`config.mk`:
```
export PLATFORM = sky130hd
export DESIGN_NAME = updown_reload_timer8
export DESIGN_NICKNAME = d
export VERILOG_FILES = /design/src/include/updown_timer_pkg.sv /design/src/hw/updown_reload_timer8.sv
export SDC_FILE = /design/constraint.sdc
export NUM_CORES = 1
export LEC_CHECK = 0
export BUFFER_PORTS_ARGS = -buffer_cell sky130_fd_sc_hd__buf_2
export CORE_ASPECT_RATIO = 1.2
export CORE_UTILIZATION = 49
export CTS_CLUSTER_SIZE = 40
export DETAILED_ROUTE_END_ITERATION = 6
export PLACE_DENSITY = 0.84
export SLEW_MARGIN = 40
export SYNTH_ARGS = -nofsm -noshare
export SYNTH_HDL_FRONTEND = slang
export SYNTH_SLANG_ARGS = --single-unit
```
`constraint.sdc`:
```
create_clock -name clk_sys -period 2.2 [get_ports clk_sys]
set_input_delay 0.44 -clock clk_sys [delete_from_list [all_inputs] [get_ports clk_sys]]
set_output_delay 0.44 -clock clk_sys [all_outputs]
set_load 0.05 [all_outputs]
```
`src/include/updown_timer_pkg.sv`:
```
/*
 * Shared definitions of the 8-bit up/down reload timer: register map,
 * field positions, reset values, prescaler taps and bus carrier types.
 * Assumes a 32-bit APB with byte addresses and one register per word.
 */
`default_nettype none

package updown_timer_pkg;

    // ==========================================================
    // register map (byte addresses, one aligned word each)
    localparam int          ADDR_W                = 8;
    localparam logic [7:0]  OFF_MODE              = 8'h00; // timer_mode_reg
    localparam logic [7:0]  OFF_COUNT             = 8'h04; // read count, write reload
    localparam logic [7:0]  OFF_CLOCK_STOP        = 8'h08; // clock_stop_reg_1
    localparam logic [7:0]  OFF_IRQ_REQ           = 8'h0c; // interrupt_request_reg_2
    localparam logic [7:0]  OFF_IRQ_EN            = 8'h10; // interrupt_enable_reg_2
    localparam logic [7:0]  OFF_EDGE_SEL          = 8'h14; // edge_select_reg

    // ==========================================================
    // reset values, count limits and step
    localparam logic [7:0]  MODE_RESET            = 8'h18;
    localparam logic [7:0]  CLOCK_STOP_RESET      = 8'hff;
    localparam logic [7:0]  COUNT_RESET           = 8'h00;
    localparam logic [7:0]  COUNT_MAX             = 8'hff;
    localparam logic [7:0]  COUNT_MIN             = 8'h00;
    localparam logic [7:0]  COUNT_STEP            = 8'h01;

    // ==========================================================
    // field positions
    localparam int          MODE_RELOAD_BIT       = 7;
    localparam int          MODE_HWDIR_BIT        = 6;
    localparam int          MODE_SWDIR_BIT        = 5;
    localparam logic [1:0]  MODE_RESERVED_VAL     = 2'h3;
    localparam int          CLOCK_STOP_TIMER_BIT  = 1;
    localparam int          IRQ_FLAG_BIT          = 0;
    localparam int          IRQ_EN_BIT            = 0;
    localparam int          EDGE_SEL_BIT          = 1;

    // ==========================================================
    // clock select codes and prescaler taps (log2 of divide ratio)
    localparam int          N_INT_CLOCKS          = 7;
    localparam int          PRESCALE_W            = 13;
    localparam logic [2:0]  CLKSEL_EXTERNAL       = 3'h7;
    localparam int          TAP_LOG2 [N_INT_CLOCKS] = '{13, 11, 9, 6, 4, 2, 5};

    // ==========================================================
    // bus carrier types
    typedef struct packed {
        logic [ADDR_W-1:0] paddr;
        logic              psel;
        logic              penable;
        logic              pwrite;
        logic [31:0]       pwdata;
    } apb_req_t;

    typedef struct packed {
        logic [31:0] prdata;
        logic        pready;
        logic        pslverr;
    } apb_rsp_t;

endpackage

`default_nettype wire

```
`src/hw/updown_reload_timer8.sv`:
```
/*
 * 8-bit up/down timer with interval and auto-reload modes, seven internal
 * prescaled clocks or an external event pin, hardware or software count
 * direction, overflow flag and interrupt request, module standby bit.
 * Assumes one 125 MHz clock, an APB master on the same clock, and
 * asynchronous event and direction pins.
 */
// Design decisions made here: the APB slave port and the register addresses.
// Overview of operation
// - 8-bit counter readable anytime without disturbance
// - overflow or underflow sets the flag
// - count reads, reload writes, one address
// - reset clears counter and reload value
// - reload write also loads the counter
// - reload mode reloads counter on wrap
// - reload period spans 1 to 256 clocks
// - interval mode wraps to 00 or FF
// - interrupt request when flag and enable
// - runs as up interval timer after reset
// - clock select: seven prescalers, 111 external
// - hardware direction: pin high up, low down
// - stop bit zero halts timer, resets one
// - reload mode shares clock, direction, interrupt
// - direction bits: 00 up, 01 down, 1x pin
// - edge select bit picks external edge
// - mode bits 4 and 3 read one
`default_nettype none

module updown_reload_timer8
    import updown_timer_pkg::*;
(
    input  wire logic     clk_sys,
    input  wire logic     resetn,
    input  wire apb_req_t apbReq,
    output var apb_rsp_t  apbRsp,
    input  wire logic     eventInputPin,
    input  wire logic     countDirectionPin,
    output logic          intReq
);

    // ==========================================================
    // reset release
    logic [1:0] rstPipe;
    logic       rstSync;

    // async assert, release after two clean edges
    always_ff @(posedge clk_sys or negedge resetn)
    begin
        if (!resetn)
            rstPipe <= 2'h0;
        else
            rstPipe <= {rstPipe[0], 1'b1};
    end
    assign rstSync = rstPipe[1];

    // ==========================================================
    // state
    typedef struct packed {
        logic [7:0]            count;
        logic [7:0]            reload;
        logic                  reloadMode;
        logic                  hwDir;
        logic                  swDir;
        logic [2:0]            clkSel;
        logic                  moduleRun;
        logic                  ovfFlag;
        logic                  ovfEnable;
        logic                  edgeRise;
        logic [PRESCALE_W-1:0] prescale;
        logic [2:0]            evtSync;
        logic                  evtLevel;
        logic [2:0]            dirSync;
        logic                  dirLevel;
        logic [31:0]           rdata;
    } state_t;

    state_t s;
    state_t next_s;

    // ==========================================================
    // prescaler taps
    logic [N_INT_CLOCKS-1:0] preTick;

    // a tap fires once per wrap of its low prescaler bits
    generate
        for (genvar i = 0; i < N_INT_CLOCKS; i++)
        begin : g_tap
            assign preTick[i] = &s.prescale[TAP_LOG2[i]-1:0];
        end
    endgenerate

    // ==========================================================
    // pin conditioning and count control
    logic evtAgree;
    logic evtEdge;
    logic dirAgree;
    logic countTick;
    logic countUp;
    logic busWrite;
    logic busSetupRead;
    logic hitMode;
    logic hitCount;
    logic hitStop;
    logic hitReq;
    logic hitEn;
    logic hitEdge;
    logic mapped;
    logic atLimit;

    // only the second and third stages are compared; the first is left alone
    assign evtAgree  = s.evtSync[1] == s.evtSync[2];
    assign evtEdge   = evtAgree && (s.evtSync[2] != s.evtLevel)
                       && (s.evtSync[2] == s.edgeRise);
    assign dirAgree  = s.dirSync[1] == s.dirSync[2];

    // standby simply stops ticks; registers stay reachable
    assign countTick = s.moduleRun
                       && ((s.clkSel == CLKSEL_EXTERNAL) ? evtEdge
                                                         : preTick[s.clkSel]);
    // pin level wins over software bit whenever hardware control is on
    assign countUp   = s.hwDir ? s.dirLevel : !s.swDir;
    assign atLimit   = countUp ? (s.count == COUNT_MAX) : (s.count == COUNT_MIN);

    // address decode
    assign hitMode   = apbReq.paddr == OFF_MODE;
    assign hitCount  = apbReq.paddr == OFF_COUNT;
    assign hitStop   = apbReq.paddr == OFF_CLOCK_STOP;
    assign hitReq    = apbReq.paddr == OFF_IRQ_REQ;
    assign hitEn     = apbReq.paddr == OFF_IRQ_EN;
    assign hitEdge   = apbReq.paddr == OFF_EDGE_SEL;
    assign mapped    = hitMode | hitCount | hitStop | hitReq | hitEn | hitEdge;

    assign busWrite     = apbReq.psel && apbReq.penable && apbReq.pwrite;
    assign busSetupRead = apbReq.psel && !apbReq.penable && !apbReq.pwrite;

    // ==========================================================
    // next state
    always_comb
    begin
        next_s = s;

        // free-running prescaler and pin sync stages
        next_s.prescale = s.prescale + PRESCALE_W'(1);
        next_s.evtSync  = {s.evtSync[1:0], eventInputPin};
        next_s.dirSync  = {s.dirSync[1:0], countDirectionPin};
        if (evtAgree)
            next_s.evtLevel = s.evtSync[2];
        if (dirAgree)
            next_s.dirLevel = s.dirSync[2];

        // counting; same path serves both modes
        if (countTick)
        begin
            if (atLimit)
            begin
                next_s.ovfFlag = 1'b1;
                if (s.reloadMode)
                    next_s.count = s.reload;
                else
                    next_s.count = countUp ? COUNT_MIN : COUNT_MAX;
            end
            else if (countUp)
                next_s.count = s.count + COUNT_STEP;
            else
                next_s.count = s.count - COUNT_STEP;
        end

        // register writes; a reload write beats a same-cycle tick
        if (busWrite)
        begin
            if (hitMode)
            begin
                next_s.reloadMode = apbReq.pwdata[MODE_RELOAD_BIT];
                next_s.hwDir      = apbReq.pwdata[MODE_HWDIR_BIT];
                next_s.swDir      = apbReq.pwdata[MODE_SWDIR_BIT];
                next_s.clkSel     = apbReq.pwdata[2:0];
            end
            if (hitCount)
            begin
                next_s.reload = apbReq.pwdata[7:0];
                next_s.count  = apbReq.pwdata[7:0];
            end
            if (hitStop)
                next_s.moduleRun = apbReq.pwdata[CLOCK_STOP_TIMER_BIT];
            // writing 0 clears, but a wrap in the same cycle keeps it set
            if (hitReq && !apbReq.pwdata[IRQ_FLAG_BIT] && !(countTick && atLimit))
                next_s.ovfFlag = 1'b0;
            if (hitEn)
                next_s.ovfEnable = apbReq.pwdata[IRQ_EN_BIT];
            if (hitEdge)
                next_s.edgeRise = apbReq.pwdata[EDGE_SEL_BIT];
        end

        // read data captured in setup; counting is untouched by reads
        if (busSetupRead)
        begin
            next_s.rdata = 32'h0;
            if (hitMode)
                next_s.rdata[7:0] = {s.reloadMode, s.hwDir, s.swDir,
                                     MODE_RESERVED_VAL, s.clkSel};
            if (hitCount)
                next_s.rdata[7:0] = s.count;
            if (hitStop)
            begin
                next_s.rdata[7:0] = CLOCK_STOP_RESET;
                next_s.rdata[CLOCK_STOP_TIMER_BIT] = s.moduleRun;
            end
            if (hitReq)
                next_s.rdata[IRQ_FLAG_BIT] = s.ovfFlag;
            if (hitEn)
                next_s.rdata[IRQ_EN_BIT] = s.ovfEnable;
            if (hitEdge)
                next_s.rdata[EDGE_SEL_BIT] = s.edgeRise;
        end
    end

    // ==========================================================
    // state register
    always_ff @(posedge clk_sys or negedge rstSync)
    begin
        if (!rstSync)
        begin
            s            <= '0;
            s.count      <= COUNT_RESET;
            s.reload     <= COUNT_RESET;
            s.reloadMode <= MODE_RESET[MODE_RELOAD_BIT];
            s.hwDir      <= MODE_RESET[MODE_HWDIR_BIT];
            s.swDir      <= MODE_RESET[MODE_SWDIR_BIT];
            s.clkSel     <= MODE_RESET[2:0];
            s.moduleRun  <= CLOCK_STOP_RESET[CLOCK_STOP_TIMER_BIT];
        end
        else
            s <= next_s;
    end

    // ==========================================================
    // outputs
    // zero-wait slave; unmapped addresses error in the access phase
    assign apbRsp.prdata  = s.rdata;
    assign apbRsp.pready  = 1'b1;
    assign apbRsp.pslverr = apbReq.psel && apbReq.penable && !mapped;
    assign intReq         = s.ovfFlag && s.ovfEnable;

    logic wrCount;
    logic wrOther;
    assign wrCount = busWrite && hitCount;
    assign wrOther = busWrite && !hitCount;
endmodule

`default_nettype wire

```
# --- Word level (Yosys, flattened, before mapping) ---
# Cells that the tools add are included.
word_totals:
  register_bits: 57
  latchBits: 0
  ramBits: 0
  rom_bits: 0
  input_bits: 47
  output_inout_bits: 35
  elab_cells: 94
  n_memories: 0
classes:
  addsub: 3
  mul: 0
  n_div: 0
  n_lt_le_gt_ge: 1
  eq_ne: 11
  shifts: 0
  mux: 25
  bitwise_logic: 5
  n_reduce_logical: 32
op_table:
  columns: ["cell", "count"]
  rows:
  - ["two-way mux 8 bit", 8]
  - ["two-way mux 26 bit", 1]
  - ["equality test 8 x 4 -> 1 bit, second input constant", 2]
  - ["equality test 8 x 5 -> 1 bit, second input constant", 2]
  - ["zero test 8 bit", 2]
  - ["two-way mux 16 bit", 1]
  - ["adder 13 x 1 -> 13 bit, second input constant", 1]
  - ["two-way mux 1 bit", 13]
  - ["AND reduction 13 bit", 1]
  - ["logical AND 1 bit", 12]
  - ["AND reduction 2 bit", 6]
  - ["AND reduction 11 bit", 1]
  - ["AND reduction 9 bit", 1]
  - ["adder 8 x 1 -> 8 bit, second input constant", 1]
  - ["equality test 8 x 3 -> 1 bit, second input constant", 1]
  - ["equality test 8 bit, second input constant", 1]
  - ["subtractor 8 x 1 -> 8 bit, second input constant", 1]
  - ["zero test 1 bit", 6]
  - ["two-way mux 6 bit", 1]
  - ["AND reduction 6 bit", 1]
  - ["OR 1 bit", 5]
  - ["AND reduction 5 bit", 1]
  - ["< comparator 3 x 4 -> 1 bit, second input constant", 1]
  - ["AND reduction 4 bit", 1]
  - ["4 further kinds", 6]

# --- Longest topological paths before layout ---
# Gate-level depths: netlist of run 1.
depth:
  ltp_word: 10
  mapped_depth: 11
  ltp_nobuf: 10

# --- Worst setup path after synthesis of run 1 ---
# OpenSTA, ideal clock, no wires.
synth_path:
  path_type: "register -> register"
  start: "register s[61] in the netlist's numbering"
  end: "register s[77] in the netlist's numbering"
  setup_time_ps: 133
  arrival_ps: 2046
  required_time_ps: 2067
  path_slack_ps: 21
  path_stages_with_launch: 11
  path_buffers: 0
  period_less_slack_ps: 2179
  path_cell_list: "dfrtp_1 > nor2b_1 > nor2_1 > xnor2_1 > ha_1 > nor4_1 > nand3_1 > nand4_1 > o311ai_1 > nor4_1 > a311oi_1"
synth_lines:
  columns: ["element", "line", "source"]
  rows:
  - ["start: declaration", "updown_reload_timer8.sv:77", "state_t s;"]
  - ["start signal: assignment", "updown_reload_timer8.sv:233", "s <= next_s;"]

==> qor.csv, run 1 <==
metric;value;unit
synth_area_per_cell;9.56;um2
dieWidth;76.3;um
syn_inst;340;
pwr-share-clk;44.1;%
rows;32;
cts_sinks;57;
synthMostInstantiatedCell;dfrtp_1;
first_pass_iters;6;
worstHoldStart;eventInputPin;
combPwrFrac;13.0;%
grt_pass1_vias;2674;
start_kind;flop;
slew_headroom;55.5;%
finClkSkew;0.00756;ns
pwr_density_cell;650;mW/mm2
ys_top_cells_by_count;56 x dfrtp_1, 37 x nand2_1, 33 x buf_4;
use_met3;6.43;%
placed_cells;464;
hold_path.class;input port to flop;
drcViolationCount;0;
crit_chain;nor2b_2 -> nor2_4 -> xnor2_1 -> ha_2 -> buf_6 -> nor4_2 -> o21ai_1 -> o21ai_1 -> xor2_1 -> a21oi_1 -> o31ai_1;
met1_usage;26.3;%
switchingPower;735;uW
syn_to_final_growth;25.1;%
cts_root_buf;clkbuf_8;
fin_util;63.5;%
cp.required;2.44;ns
seqPwrFrac;42.9;%
hpwl;5.12;mm
tightest_slew;0.667;ns
yosysTopAreaCell;dfrtp_1;
ys_top_cells_by_area;dfrtp_1 43%, buf_4 7.6%, nand2_1 4.3%, mux2_2 2.8%, xnor2_1 2.7%;
insertion_delay;0.35;ns
wl_per_cell;16.9;um
r2r.worst_path.cells;11;
fin_ws;-0.0718;ns
min_to;next_s[38];
critPathCaptureType;flop;
worstReg2RegEnd;s[75];
drt-total-wl;8.27;mm
clk_pin_slew;0.06;ns
reg2reg_from;s[61];
htreeDepth;3;
seq_area_frac_synth;43.9;%
met2_usage;38.9;%
track_usage;22.9;%
die_h;91.2;um
rsz0062_at_grt;true;
cts_tree;done;
via_count;2816;
period_minus_slack;2.27;ns
start_util;50.7;%
switching_share;27.8;%
cp_max_fo;6;
max_stage_delay;0.42;ns
hold_ws;0.190;ns
synth_cell_type_count;54;
hold_viol_final;0;
io_buffer_count;32;
antenna_found_initial;0;
clockBufferDepth;2;
critical_path_arrival;2.51;ns
final_cells;488;
yosys_warnings;0;
drt_iter0_drc;340;
worst_path_most_repeated_cell;o21ai_1;
r2r_slack;-0.07;ns
diodes;0;
ys.flop_type;dfrtp_1;
ant_nets;0;
crit_type;flop to flop;
violations;setup timing;
synth_top_area_share;43.1;%
drive_gt1_share;31.5;%
grt_max_degree;29;
timing.final.max_slew_violations;0;
maxCapViolations;0;
nNetsFinal;449;
grt_pass1_wl;12.4;mm
vias_per_cell;5.77;
place_congestion;0.914;
busiest_layer;met2;
internal-power;1910;uW
tns;-0.0980;ns
ys_ff_latch;57;
crit_path_top_delay_cell;dfrtp_1;
io_pins;82;
status;complete, but fails checks;
fmax;0.440;GHz
place_ws;-0.0714;ns
core_area;0.00641;mm2
peakVddDrop;0.480;mV
syn-cell-area;0.00325;mm2
numCtsBuffers;9;
p_leak;0.00183;uW
setup_viol;3;
finalCritPeriodShare;103;%
overflow;0;
synth-edff-count;0;
die_area;0.00696;mm2
min_path_cells;1;
async_flop_share;100;%
-- critical path: cells and delay by family (launching register included) --
kind / cells / cell delay, ns
adder cells (fa/ha/maj): 1 / 0.21
AND/OR/NAND/NOR: 3 / 0.47
buffers and inverters: 1 / 0.14
XOR/XNOR: 2 / 0.30
flip-flops: 1 / 0.42
AO/OA/AOI/OAI: 4 / 0.63
-- power groups by stage --
stage	registers, uW	clock network [uW]	logic, uW
6_report	1130	1170	344
5_1_grt	1140	1230	367
4_1_cts	1130	1180	330
3_5_place_dp	1150	0	326
3_3_place_gp	1150	0	322
2_1_floorplan	1140	0	306
-- repair_timing --
item                                    CTS  global route
pin swaps                                 1            11
cloned                                    0             1
endpoints found under the setup margin    4             9
buffers inserted                          2             4
hold endpoints to repair                  2             0
gates resized for setup                   3            43
hold buffers                              1             0
-- sequential cells by signal, summed over array words and instances (netlist names) --
| register | flops |
|---|---|
| rstPipe | 2 |
| s | 43 |
| apbRsp | 8 |
| next_s | 4 |
-- metrics by stage --
| stage | total power, uW | instance area [um2] |
|---|---|---|
| 2_1_floorplan | 1440 | 3340 |
| 3_3_place_gp | 1470 | 3530 |
| 3_5_place_dp | 1470 | 3530 |
| 4_1_cts | 2640 | 3800 |
| 5_1_grt | 2730 | 4070 |
| 6_report | 2640 | 4070 |
-- layout by cell type (no fill, tap or decap), types with 6 or more instances in the layout --
cell / n
nand2_1: 37
nor3_1: 7
a21oi_1: 8
nor2_1: 21
buf_4: 33
buf_2: 32
nor2b_1: 7
clkbuf_8: 12
a31oi_1: 8
dfrtp_1: 55
xnor2_1: 10
mux2_1: 6
conb_1: 26
inv_1: 8
nand3_1: 11
o21ai_0: 6
mux2_2: 8
nand4_1: 8
-- area by class of cell --
type | count | area [um2]
tap | 85 | 106
clock inverter | 2 | 60.1
clock buffer | 14 | 173
sequential | 57 | 1430
inverter | 9 | 33.8
fill | 501 | 2340
timing repair buffer | 70 | 468
multi-input combinational | 251 | 1800
-- routing by layer --
layer | up-vias | part of all wire [%]
li1 | 1277 | -
met1 | 1364 | 40
met2 | 134 | 50
met3 | 41 | 5.8
met4 | 0 | 4.6
met5 | - | 0
-- worst max path at each step --
| stage | from | end | slack (ns) | depth (start not counted) |
|---|---|---|---|---|
| after CTS | s[41] | s[73] | 0.01 | 11 |
| after floorplan | s[61] | s[77] | 0.02 | 10 |
| after global placement | apbReq[36] | apbRsp[0] | -0.01 | 6 |
| after global routing | s[61] | s[75] | -0.19 | 11 |
| after detailed placement | apbReq[36] | apbRsp[0] | -0.07 | 6 |
| final | s[61] | s[75] | -0.07 | 11 |
-- logic make-up (layout without fill, tap and decap cells) --
family                   Yosys count  count (layout)  synth area share, %
XOR/XNOR                          13              13                 3.50
AND/OR/NAND/NOR                  126             126                 20.3
other                              2              26                0.231
adder cells (fa/ha/maj)            6               6                 2.16
multiplexers                      17              17                 5.78
AO/OA/AOI/OAI                     63              63                 13.4
buffers and inverters             56              95                 10.7
flip-flops                        57              57                 43.9
Power figures use the tool's default switching activity.
==> run 2, diff against run 1 <==
Settings changed: RECOVER_POWER from default to 25.
==> run 2 against run 1 <==
Compared with the run above:
- the run still ends with setup timing left
- sequential cell count did not move
- core utilization down 0.098 points
- clock-buffer cell count did not move
- largest cell class unchanged
- global-route usage unchanged
- combinational power about the same
==> qor.csv, run 2 (synthesis gave the netlist of run 1 again) <==
metric;value;unit;change
status;complete, but fails checks;;unchanged
violations;setup timing;;unchanged
rsz0062_at_grt;true;;unchanged
ant_nets;0;;unchanged
cp_max_fo;6;;unchanged
final_cells;488;;unchanged
largest_reg_flops;43;;unchanged
io_buffer_count;32;;unchanged
final_cell_mix;56 x dfrtp_1, 37 x nand2_1, 32 x buf_4;;was 55 x dfrtp_1, 37 x nand2_1, 33 x buf_4
fin_ws;-0.0516;ns;was -0.0718 ns
place_congestion;0.914;;unchanged
tightest_slew;1.23;ns;was 0.667 ns
dieWidth;76.3;um;unchanged
timing.final.max_slew_violations;0;;unchanged
regMostFlops;s;;unchanged
clk_pin_slew;0.06;ns;about the same
busiest_layer;met2;;unchanged
hold_path.class;input port to flop;;unchanged
numCtsBuffers;9;;unchanged
vias_per_cell;5.72;;was 5.77
fmax;0.444;GHz;was 0.440 GHz
grt_pass1_vias;2674;;unchanged
via_count;2789;;was 2816
critPathCaptureType;flop;;unchanged
insertion_delay;0.35;ns;about the same
critical_path_arrival;2.50;ns;was 2.51 ns
cts_tree;done;;unchanged
use_met3;6.43;%;unchanged
drt-total-wl;8.27;mm;about the same
htreeDepth;3;;unchanged
hold_ws;0.188;ns;was 0.190 ns
track_usage;22.9;%;unchanged
rows;32;;unchanged
finalCritPeriodShare;102;%;was 103%
met1_usage;26.3;%;unchanged
clockBufferDepth;2;;unchanged
maxCapViolations;0;;unchanged
die_area;0.00696;mm2;unchanged
die_h;91.2;um;unchanged
placed_cells;464;;unchanged
power.total;2640;uW;about the same
core_area;0.00641;mm2;unchanged
finClkSkew;0.00748;ns;was 0.00756 ns
worst_path_most_repeated_cell;o21ai_1;;unchanged
nNetsFinal;449;;unchanged
cp.required;2.44;ns;about the same
syn_to_final_growth;25.0;%;was 25.1%
cts_root_buf;clkbuf_8;;unchanged
slew_headroom;18.3;%;was 55.5%
diodes;0;;unchanged
antenna_found_initial;0;;unchanged
pwr_density_cell;651;mW/mm2;was 650 mW/mm2
io_pins;82;;unchanged
first_pass_iters;5;;was 6
start_kind;flop;;unchanged
max_stage_delay;0.42;ns;about the same
grt_max_degree;29;;unchanged
p_leak;0.00182;uW;was 0.00183 uW
layout_commonest_cell;dfrtp_1;;unchanged
grt_pass1_wl;12.4;mm;unchanged
peakVddDrop;0.480;mV;about the same
cts_sinks;57;;unchanged
hpwl;5.12;mm;unchanged
drt_iter0_drc;359;;was 340
overflow;0;;unchanged
setup_viol;1;;was 3
crit_path_top_delay_cell;dfrtp_1;;unchanged
period_minus_slack;2.25;ns;was 2.27 ns
wl_per_cell;16.9;um;about the same
drcViolationCount;0;;unchanged
crit_type;flop to flop;;unchanged
hold_viol_final;0;;unchanged
start_util;50.7;%;unchanged
met2_usage;38.9;%;unchanged
drive_gt1_share;30.8;%;was 31.5%
crit_chain;nor2b_2 -> nor2_4 -> xnor2_1 -> ha_2 -> buf_6 -> nor4_2 -> o21ai_1 -> o21ai_1 -> xor2_1 -> a21oi_1 -> o31ai_1;;unchanged
==> run 2: cell types whose count changed in the layout (fill, tap and decap cells not counted) <==
cell      previous run  this run
buf_4               33        32
dfrtp_2              1         0
clkbuf_1             2         4
dfrtp_1             55        56
buf_2               32        31
==> run 2: stage by stage <==
stage / worst slack (ns) / instance area (um2) / utilization (%) / TNS [ns]
finish: -0.0516 / 4060 / 63.4 / -0.0516
global route: -0.186 / 4060 / 63.4 / -0.627
CTS: 0.0118 / 3800 / 59.3 / 0
detailed placement: -0.0714 / 3530 / 55.1 / -0.135
global placement: -0.00967 / 3530 / 55.1 / -0.00967
floorplan: 0.0212 / 3340 / - / 0
==> run 2: final cells by class <==
type / instances / area, um2
Sequential cell: 57 / 1430
Clock buffer: 14 / 173
Multi-Input combinational cell: 251 / 1800
Inverter: 9 / 33.8
Timing Repair Buffer: 70 / 463
Tap cell: 85 / 106
Fill cell: 502 / 2350
Clock inverter: 2 / 60.1
==> run 2: worst paths after layout <==
| path | start | end | slack, ns | cells after the start |
|---|---|---|---|---|
| min | eventInputPin | next_s[38] | 0.19 | 1 |
| min in group asynchronous | resetn | rstPipe[0] | 0.40 | 2 |
| max in group asynchronous | rstPipe[1] | s[56] | 0.87 | 1 |
| max | s[61] | s[75] | -0.05 | 11 |
| max reg2reg | s[61] | s[75] | -0.05 | 11 |
| min reg2reg | next_s[34] | next_s[35] | 0.35 | 0 |
==> run 2: per-layer routing <==
layer / vias to the layer above / part of all wire, %
met2: 129 / 50
met1: 1345 / 40
met4: 0 / 4.4
li1: 1279 / -
met5: - / 0
met3: 36 / 5.8
==> run 2: critical path: cells and delay by family (launching register included) <==
kind            cells  cell delay [ns]
buf+inv             1             0.14
compound gates      4             0.62
flops               1             0.42
simple gates        3             0.46
fa+ha+maj           1             0.21
xor+xnor            2             0.30
==> run 2: timing repair <==
action	CTS	global route
endpoints found under the setup margin	4	9
pin swaps	1	11
hold buffers	1	0
buffers inserted	2	4
gates resized for setup	3	43
gates cloned	0	1
endpoints found under the hold margin	2	0
==> run 2: power breakdown <==
part / switching (uW) / internal (uW) / leakage, uW
Clock: 435 / 732 / 0.000117
Combinational: 255 / 88.8 / 0.000992
Sequential: 46.6 / 1090 / 0.000711
Total: 737 / 1910 / 0.00182
==> run 3, diff against run 2 <==
Settings changed: CORE_UTILIZATION 49 to 45, HOLD_SLACK_MARGIN from default to 0.06, PLACE_DENSITY 0.84 to 0.78.
==> run 3 against run 2 <==
Compared with the run above:
- the run now ends clean
- combinational power about the same
- sequential power hardly changed
- clock power fell by 11%
==> qor.csv, run 3 (synthesis gave the netlist of run 1 again) <==
metric;value;unit;change
status;finished, final reports clean;;was complete, but fails checks
crit_type;flop to flop;;unchanged
nNetsFinal;446;;was 449
worstReg2RegEnd;s[72];;was s[75]
drt-total-wl;7.81;mm;was 8.27 mm
finClkSkew;0.00843;ns;was 0.00748 ns
timing.final.max_slew_violations;0;;unchanged
cp_max_fo;8;;was 6
antenna_found_initial;0;;unchanged
cts_root_buf;clkbuf_8;;unchanged
track_usage;21.1;%;was 22.9%
io_pins;82;;unchanged
final_cell_mix;56 x dfrtp_1, 37 x nand2_1, 32 x buf_2;;was 56 x dfrtp_1, 37 x nand2_1, 32 x buf_4
drive_gt1_share;28.0;%;was 30.8%
drcViolationCount;0;;unchanged
die_h;95.1;um;was 91.2 um
r2r_slack;0.03;ns;was -0.05 ns
p_leak;0.00179;uW;was 0.00182 uW
dr_wl_met3;411;um;was 476 um
period_minus_slack;2.17;ns;was 2.25 ns
overflow;0;;unchanged
wl_per_cell;16.0;um;was 16.9 um
hold_path.class;input port to flop;;unchanged
layout_commonest_cell;dfrtp_1;;unchanged
fmax;0.460;GHz;was 0.444 GHz
pwr_density_cell;644;mW/mm2;was 651 mW/mm2
tns;0;ns;was -0.0516 ns
crit_chain;buf_4 -> nand2b_1 -> a21oi_2 -> a32oi_2 -> buf_4 -> mux2i_1 -> mux2i_1 -> o21ai_1;;was nor2b_2 -> nor2_4 -> xnor2_1 -> ha_2 -> buf_6 -> nor4_2 -> o21ai_1 -> o21ai_1 -> xor2_1 -> a21oi_1 -> o31ai_1
hold_viol_final;0;;unchanged
fin_util;56.5;%;was 63.4%
top_layer;met4;;unchanged
crit_buf_inv;2;;was 1
first_pass_iters;5;;unchanged
vias_per_cell;5.71;;was 5.72
hold_ws;0.201;ns;was 0.188 ns
maxCapViolations;0;;unchanged
cts_sinks;57;;unchanged
min_to;next_s[38];;unchanged
io_buffer_count;32;;unchanged
rsz0062_at_grt;true;;unchanged
finalCritPeriodShare;98.8;%;was 102%
ant_nets;0;;unchanged
syn_to_final_growth;20.0;%;was 25.0%
largest_reg_flops;43;;unchanged
grt_max_degree;45;;was 29
max_stage_delay;0.52;ns;was 0.42 ns
tightest_slew;0.550;ns;was 1.23 ns
htreeDepth;3;;unchanged
hpwl;5.32;mm;was 5.12 mm
drt_iter0_drc;229;;was 359
regMostFlops;s;;unchanged
start_kind;flop;;unchanged
start_util;47.1;%;was 50.7%
critPathTopFamily;compound AO/OA/AOI/OAI gates;;unchanged
clockBufferDepth;2;;unchanged
critPathCaptureType;flop;;unchanged
cts_tree;done;;unchanged
reg2reg_from;s[61];;unchanged
insertion_delay;0.35;ns;about the same
r2r.worst_path.cells;8;;was 11
stdcell_area;0.00390;mm2;was 0.00406 mm2
critical_path_arrival;2.45;ns;was 2.50 ns
numCtsBuffers;9;;unchanged
crit_path_top_delay_cell;a32oi_2;;was dfrtp_1
met1Wirelength;3.20;mm;was 3.28 mm
die_area;0.00757;mm2;was 0.00696 mm2
min_path_cells;1;;unchanged
dpl_cell_area;0.00353;mm2;about the same
grt_pass1_vias;2584;;was 2674
rows;33;;was 32
peakVddDrop;0.351;mV;was 0.480 mV
setup_viol;0;;was 1
clk_pin_slew;0.06;ns;about the same
dieWidth;79.6;um;was 76.3 um
cp.required;2.47;ns;was 2.44 ns
grt_pass1_wl;12.0;mm;was 12.4 mm
core_area;0.00690;mm2;was 0.00641 mm2
wl_met2;3.96;mm;was 4.16 mm
via_count;2783;;was 2789
worstHoldStart;eventInputPin;;unchanged
slew_headroom;63.3;%;was 18.3%
place_congestion;0.918;;was 0.914
diodes;0;;unchanged
[run 3: area by class of cell]
class                   count  area (um2)
repair buffers             67         442
fillers                   588        3000
inverters                   9        33.8
flip-flops and latches     57        1430
clock buffers              14         173
well taps                  87         109
clock inverters             2        35.0
multi-input cells         251        1680
[run 3: worst max path at each step]
stage	depth (start not counted)	start	endpoint
6_report	8	s[61]	s[72]
3_5_place_dp	6	apbReq[36]	apbRsp[0]
5_1_grt	6	s[71]	s[76]
2_1_floorplan	10	s[61]	s[77]
3_3_place_gp	6	apbReq[36]	apbRsp[0]
4_1_cts	11	s[61]	s[75]
[run 3: timing repair]
item	in CTS	in global routing
resized for setup	3	25
cloned	0	1
hold buffers	1	0
endpoints found under the hold margin	2	0
pin swaps	0	7
buffers inserted	0	3
setup endpoints to repair	2	8
[run 3: through the flow]
step                      setup slack (ns)  total power [uW]  instances
after floorplan                     0.0212              1440        364
after detailed placement           -0.0355              1480        466
after global placement             -0.0389              1470        466
final                               0.0269              2510        487
after global routing               -0.0566              2590        487
after CTS                           0.0219              2510        483
[run 3: power breakdown]
group	total (uW)	internal, uW	leakage (uW)	switching (uW)
combinational	343	84.4	0.000975	259
sequential	1130	1090	0.000711	38.7
clock	1040	615	0.000107	428
[run 3: routing by layer]
metal / up-vias / track usage, %
met5: - / 0
met4: 0 / 11.5
met3: 22 / 4.40
met2: 112 / 35.6
met1: 1376 / 25.0
li1: 1273 / -
